===== config.mk =====
export PLATFORM = sky130hd
export DESIGN_NAME = cdt_phy
export DESIGN_NICKNAME = d
export VERILOG_FILES = /design/src/rtl/cdt_pkg.sv /design/src/rtl/cdt_guard_if.sv /design/src/rtl/cdt_phy.sv /design/src/rtl/cdt_dominant_timeout_guard.sv
export SDC_FILE = /design/constraint.sdc
export NUM_CORES = 1
export LEC_CHECK = 0
export BUFFER_PORTS_ARGS = -buffer_cell sky130_fd_sc_hd__buf_2
export CAP_MARGIN = 20
export CORE_ASPECT_RATIO = 0.75
export CORE_MARGIN = 2
export CORE_UTILIZATION = 40
export DETAILED_ROUTE_END_ITERATION = 6
export REMOVE_ABC_BUFFERS = 1
export SYNTH_ARGS = -nofsm -noshare
export SYNTH_HDL_FRONTEND = slang
export SYNTH_HIERARCHICAL = 1
export SYNTH_SLANG_ARGS = --single-unit

===== constraint.sdc =====
create_clock -name clk_sys -period 1.7 [get_ports clk_sys]
set_clock_uncertainty 0.05 [all_clocks]
set_input_delay 0.085 -clock clk_sys [delete_from_list [all_inputs] [get_ports clk_sys]]
set_output_delay 0.085 -clock clk_sys [all_outputs]
set_load 0.01 [all_outputs]

===== src/rtl/cdt_pkg.sv =====
// cdt_pkg: constants shared by the transceiver digital model
// assumes a 25 MHz system clock; times are given in their own units
package cdt_pkg;

  // ----------------------------------------------------------------
  // clock and timing
  // ----------------------------------------------------------------
  localparam int unsigned CLK_HZ = 25000000;
  localparam int unsigned CLK_PERIOD_NS = 40;
  // dominant timeout window, in microseconds (1.2 ms .. 3.8 ms)
  localparam int unsigned GUARD_MIN_US = 1200;
  localparam int unsigned GUARD_MAX_US = 3800;
  // a trip anywhere inside the window is legal; the least time is used, rounded up
  localparam int unsigned GUARD_CYCLES = (GUARD_MIN_US * 1000 + CLK_PERIOD_NS - 1) / CLK_PERIOD_NS;
  localparam int unsigned GUARD_CNT_W = 16;
  // fastest data phase rate carried, bits per second
  localparam int unsigned MAX_RATE_BPS = 5000000;
  localparam int unsigned MIN_BIT_CYCLES = CLK_HZ / MAX_RATE_BPS;

  // ----------------------------------------------------------------
  // reset values and bus levels
  // ----------------------------------------------------------------
  localparam logic LVL_DOMINANT = 1'b0;
  localparam logic LVL_RECESSIVE = 1'b1;
  localparam logic RST_TXD_LVL = 1'b1;
  localparam logic RST_DRV_EN = 1'b1;
  localparam logic RST_TIMEOUT = 1'b0;

endpackage : cdt_pkg


===== src/rtl/cdt_guard_if.sv =====
// cdt_guard_if: carries the timeout guard's view between top and guard
// assumes both ends run on clk_sys
`timescale 1ns/100ps
interface cdt_guard_if;
  logic txd_lvl;   // registered transmit level
  logic fall;      // one-cycle falling edge pulse
  logic timed_out; // guard has tripped

  modport top (output txd_lvl, output fall, input timed_out);
  modport guard (input txd_lvl, input fall, output timed_out);
endinterface : cdt_guard_if


===== src/rtl/cdt_phy.sv =====
// cdt_phy: digital model of a CAN transceiver with dominant timeout guard
// assumes txd and bus_rx_lvl are synchronous to clk_sys; the bus wire is
// resolved outside from bus_drv_oe (wired-and of all node drivers)
`timescale 1ns/100ps
module cdt_phy
  import cdt_pkg::*;
#(
  parameter int unsigned TIMEOUT_CYCLES = GUARD_CYCLES
) (
  // clock and reset
  input wire logic clk_sys,
  input wire logic rst,
  // controller side
  input wire logic txd,
  output logic rxd,
  // bus side: resolved differential state, 0 dominant
  input wire logic bus_rx_lvl,
  output logic bus_drv_oe,
  output logic bus_lvl,
  // status
  output logic dominant_timeout
);

  cdt_guard_if gi();

  logic txd_r;
  logic fall_r;
  logic rxd_r;
  logic oe_r;
  logic bus_lvl_r;
  logic timeout_r;
  logic drv_nxt;

  // ----------------------------------------------------------------
  // transmit input capture
  // ----------------------------------------------------------------
  // one register stage gives the edge detector a clean previous value
  always_ff @(posedge clk_sys) begin
    if (rst) begin
      txd_r <= RST_TXD_LVL;
      fall_r <= 1'b0;
    end else begin
      txd_r <= txd;
      fall_r <= (txd_r == LVL_RECESSIVE) && (txd == LVL_DOMINANT);
    end
  end

  assign gi.txd_lvl = txd_r;
  assign gi.fall = fall_r;

  cdt_dominant_timeout_guard #(
    .LIMIT(TIMEOUT_CYCLES)
  ) u_dominant_timeout_guard (
    .clk_sys(clk_sys),
    .rst(rst),
    .g(gi)
  );

  // ----------------------------------------------------------------
  // driver
  // ----------------------------------------------------------------
  // the guard output already lags txd_r by a cycle, so the trip lands one
  // cycle after the count reaches the limit; negligible against 1.2 ms
  assign drv_nxt = (txd_r == LVL_DOMINANT) && !gi.timed_out;

  always_ff @(posedge clk_sys) begin
    if (rst) begin
      oe_r <= 1'b0;
      bus_lvl_r <= LVL_RECESSIVE;
      timeout_r <= RST_TIMEOUT;
    end else begin
      oe_r <= drv_nxt;
      bus_lvl_r <= drv_nxt ? LVL_DOMINANT : LVL_RECESSIVE;
      timeout_r <= gi.timed_out;
    end
  end

  // ----------------------------------------------------------------
  // receiver
  // ----------------------------------------------------------------
  // single stage keeps loop delay to three cycles, well under a 5 Mbps bit
  always_ff @(posedge clk_sys) begin
    if (rst) begin
      rxd_r <= LVL_RECESSIVE;
    end else begin
      rxd_r <= bus_rx_lvl;
    end
  end

  assign rxd = rxd_r;
  assign bus_drv_oe = oe_r;
  assign bus_lvl = bus_lvl_r;
  assign dominant_timeout = timeout_r;

  // ----------------------------------------------------------------
  // checks
  // ----------------------------------------------------------------
  // observer of the dominant run, kept apart from the guard's own counter so
  // the trip point is judged from txd_r alone and not from the guard's state
  localparam int unsigned RUN_W = GUARD_CNT_W + 1;
  localparam logic [RUN_W-1:0] RUN_TRIP = RUN_W'(TIMEOUT_CYCLES + 1);
  localparam logic [RUN_W-1:0] RUN_SAT = RUN_W'(TIMEOUT_CYCLES + 2);

  logic [RUN_W-1:0] run_r;

  // saturates one past the trip point, so the trip compare matches only once
  always_ff @(posedge clk_sys) begin
    if (rst) begin
      run_r <= '0;
    end else if (txd_r == LVL_RECESSIVE) begin
      run_r <= '0;
    end else if (run_r < RUN_SAT) begin
      run_r <= run_r + RUN_W'(1);
    end
  end
endmodule : cdt_phy


===== src/rtl/cdt_dominant_timeout_guard.sv =====
// cdt_dominant_timeout_guard: counts a held dominant transmit level
// assumes txd_lvl and fall come from registers in clk_sys domain
`timescale 1ns/100ps
module cdt_dominant_timeout_guard
  import cdt_pkg::*;
#(
  parameter int unsigned LIMIT = GUARD_CYCLES
) (
  // clock and reset
  input wire logic clk_sys,
  input wire logic rst,
  // link to the top
  cdt_guard_if.guard g
);

  logic [GUARD_CNT_W-1:0] cnt_r;
  logic timed_out_r;

  // ----------------------------------------------------------------
  // counter
  // ----------------------------------------------------------------
  // restarts on every falling edge, sits at zero while recessive
  always_ff @(posedge clk_sys) begin
    if (rst) begin
      cnt_r <= '0;
    end else if (g.txd_lvl == LVL_RECESSIVE) begin
      cnt_r <= '0;
    end else if (g.fall) begin
      cnt_r <= GUARD_CNT_W'(1);
    end else if (cnt_r < GUARD_CNT_W'(LIMIT)) begin
      cnt_r <= cnt_r + GUARD_CNT_W'(1);
    end
  end

  // ----------------------------------------------------------------
  // trip flag
  // ----------------------------------------------------------------
  // saturating counter keeps the flag set until a recessive level
  always_ff @(posedge clk_sys) begin
    if (rst) begin
      timed_out_r <= RST_TIMEOUT;
    end else if (g.txd_lvl == LVL_RECESSIVE) begin
      timed_out_r <= 1'b0;
    end else if (cnt_r >= GUARD_CNT_W'(LIMIT)) begin
      timed_out_r <= 1'b1;
    end
  end

  assign g.timed_out = timed_out_r;
endmodule : cdt_dominant_timeout_guard


==> flow_metrics.tcl <==
set metrics [dict create \
    ys_ff_latch 23 \
    netlist_area_mm2 0.001106 \
    hold_viol 0 \
    cap_violations 0 \
    relSlewSlack 0.7824 \
    yosys-top-cells-count "23 x dfxtp_1, 16 x nand2_1, 8 x a21oi_1, 8 x nand3_1" \
    cts.sinks 23 \
    post-route-min-period_ps 1632 \
    routedWlPerCell_um 13.14 \
    fmax_mhz 612.9 \
    overflow 0 \
    wirelength_mm 2.510 \
    start_util 0.4218 \
    track_usage 0.1634 \
    top_layer "met3" \
    worstSetupStartpoint "u_dominant_timeout_guard/cnt_r[15]" \
    grt_antenna_before_repair 0 \
    path_clk_slew_ps 80 \
    met3_length_um 118 \
    hp-start "rst" \
    peakVddDrop_v 0.0004708 \
    core-area_mm2 0.002623 \
    cp_cell_sequence "a31o_4 -> or3_4 -> or3_1 -> a21oi_2" \
    n_antenna_cell 0 \
    status "finished clean" \
    crit_path_max_incr_delay_ps 400 \
    worst_slew_pin_slew_ps 323.4 \
    critPathLaunchType "register" \
    fin_crit_sh 0.9598 \
    crit_required_ps 1850 \
    grt_pass1_wl_mm 4.098 \
    vias_per_cell 5.304 \
    slowest_stage "or3_4" \
    vias 1013 \
    tritoncts "done" \
    yosys.area.top_type_share 0.4163 \
    floorplan.die_area_mm2 0.003206 \
    rows 16 \
    root_buffer "clkbuf_8" \
    crit_type "reg2reg" \
    dr.pass1.iters 4 \
    ant_nets 0 \
    drtIter0Drc 57 \
    postSynth.asyncResetShare 0 \
    area_growth_pct 29.64 \
    drc 0 \
    dp_hpwl_mm 1.808 \
    yosys_warnings 6 \
    syn_inst 125 \
    synth_ff_type "dfxtp_1" \
    tns_ps 0 \
    wl_met2_mm 1.165 \
    power_leakage_nw 0.4988 \
    r2r_start "u_dominant_timeout_guard/cnt_r[15]" \
    path_buf_inv 0 \
    cp_max_fo 5 \
    met1_length_mm 1.226 \
    postSynthAreaPerCell_um2 8.848 \
    setup_viol 0 \
    port_buffers 7 \
    drive_gt1_frac 0.2968 \
    hold_class "in2reg" \
    power.density_mw_per_mm2 646.8 \
    cp_top_family "simple AND/OR/NAND/NOR gates" \
    yosysSeqAreaShare 0.4163 \
    yosysUniqueCellTypes 36 \
    netlist_top_cells_area "dfxtp_1 42%, mux2i_1 5.4%, nand2_1 5.4%" \
    clock_latency_ps 270 \
    ioPinCount 8 \
    die_x_um 64.72 \
    fin_util 0.5468 \
    cts_buffers 3 \
    first_global_vias 900 \
    slew_viol_final 0 \
    synth_edf_count 0 \
    crit_path_end_kind "register" \
    htreeDepth 1 \
    clockBufferDepth 2 \
    grt_max_degree 17 \
    place_congestion 0.8142 \
    worstPathArrival_ps 1790 \
    die_h_um 49.54 \
    yosysTopAreaCell "dfxtp_1" \
    yosysMostFrequentCell "dfxtp_1" \
    finalNetCount 162 \
]
## path summary, 6_finish.rpt
kind / end / slack, ps / cells after the start
hold reg to reg: u_dominant_timeout_guard/cnt_r[5] / 450 / 2
hold / removal: u_dominant_timeout_guard/cnt_r[0] / 40 / 2
setup / recovery: u_dominant_timeout_guard/cnt_r[13] / 70 / 4
setup reg to reg: u_dominant_timeout_guard/cnt_r[13] / 70 / 4
## timing repair
item / CTS / global route
buffers inserted: 0 / 4
endpoints found under the hold margin: 3 / 0
hold buffers: 2 / 0
setup endpoints to repair: 0 / 8
resized for setup: 0 / 13
## cell type report
type	count	area (um2)
timing repair buffer	30	212.7
inverter	3	11.26
tap	36	45.04
clock buffer	3	41.29
clock inverter	1	5.005
sequential	23	466.7
fill	244	1189
multi-input combinational	95	651.9
## logic make-up after synthesis
family                   share of synthesized area
AND/OR/NAND/NOR                             0.2613
multiplexers                               0.05430
AO/OA/AOI/OAI                               0.2195
adder cells (fa/ha/maj)                    0.02262
buffers and inverters                      0.02602
flip-flops                                  0.4163
## placed cells by master (no fill, tap or decap), types with 4 or more instances in the layout
cell type  netlist  routed
buf_2            2       7
or3_1            4       4
a21oi_1          8       7
mux2i_1          6       6
nand3_1          8       8
nand2_1         16      16
dfxtp_1         23      18
nor3_1           4       4
buf_4            0      21
dfxtp_2          0       5
nand2b_1         5       5
o21ai_0          6       5
a2111o_1         4       4
nor2_1           4       4
## metal layers
| metal | vias to the layer above | track usage |
|---|---|---|
| met5 | - | 0 |
| met4 | 0 | 0.02837 |
| met3 | 0 | 0.05251 |
| met2 | 17 | 0.2595 |
| met1 | 473 | 0.2197 |
| li1 | 523 | - |
## sequential cells by signal (all words and copies together) (netlist names)
signal,cells
fall_r,1
gi.txd_lvl,1
rxd,1
bus_drv_oe,1
u_dominant_timeout_guard/cnt_r,16
bus_lvl,1
u_dominant_timeout_guard/g.timed_out,1
dominant_timeout,1
## power breakdown
group	internal (mW)	leakage, nW	switching [mW]
clock	0.164	0.0255	0.174
sequential	0.545	0.189	0.00478
combinational	0.0193	0.284	0.0209
## per-stage QoR
stage | worst slack, ps | total power [mW] | hold slack, ps | cells | instance area, um2
2_1_floorplan | 30.87 | 0.5792 | 106.1 | 121 | 1089
5_1_grt | -8.439 | 0.9722 | 41.19 | 191 | 1434
4_1_cts | 17.09 | 0.9385 | 30.72 | 187 | 1363
6_report | 68.32 | 0.9274 | 43.89 | 191 | 1434
3_5_place_dp | 32.68 | 0.5975 | 215.2 | 181 | 1296
3_3_place_gp | 55.39 | 0.5968 | 208.7 | 181 | 1296
## worst register-to-register path, delay by kind of cell, from the launching register on
family / cells / cell delay [ps]
flops: 1 / 380
simple gates: 2 / 770
compound gates: 2 / 370
(Power assumes the default switching activity.)
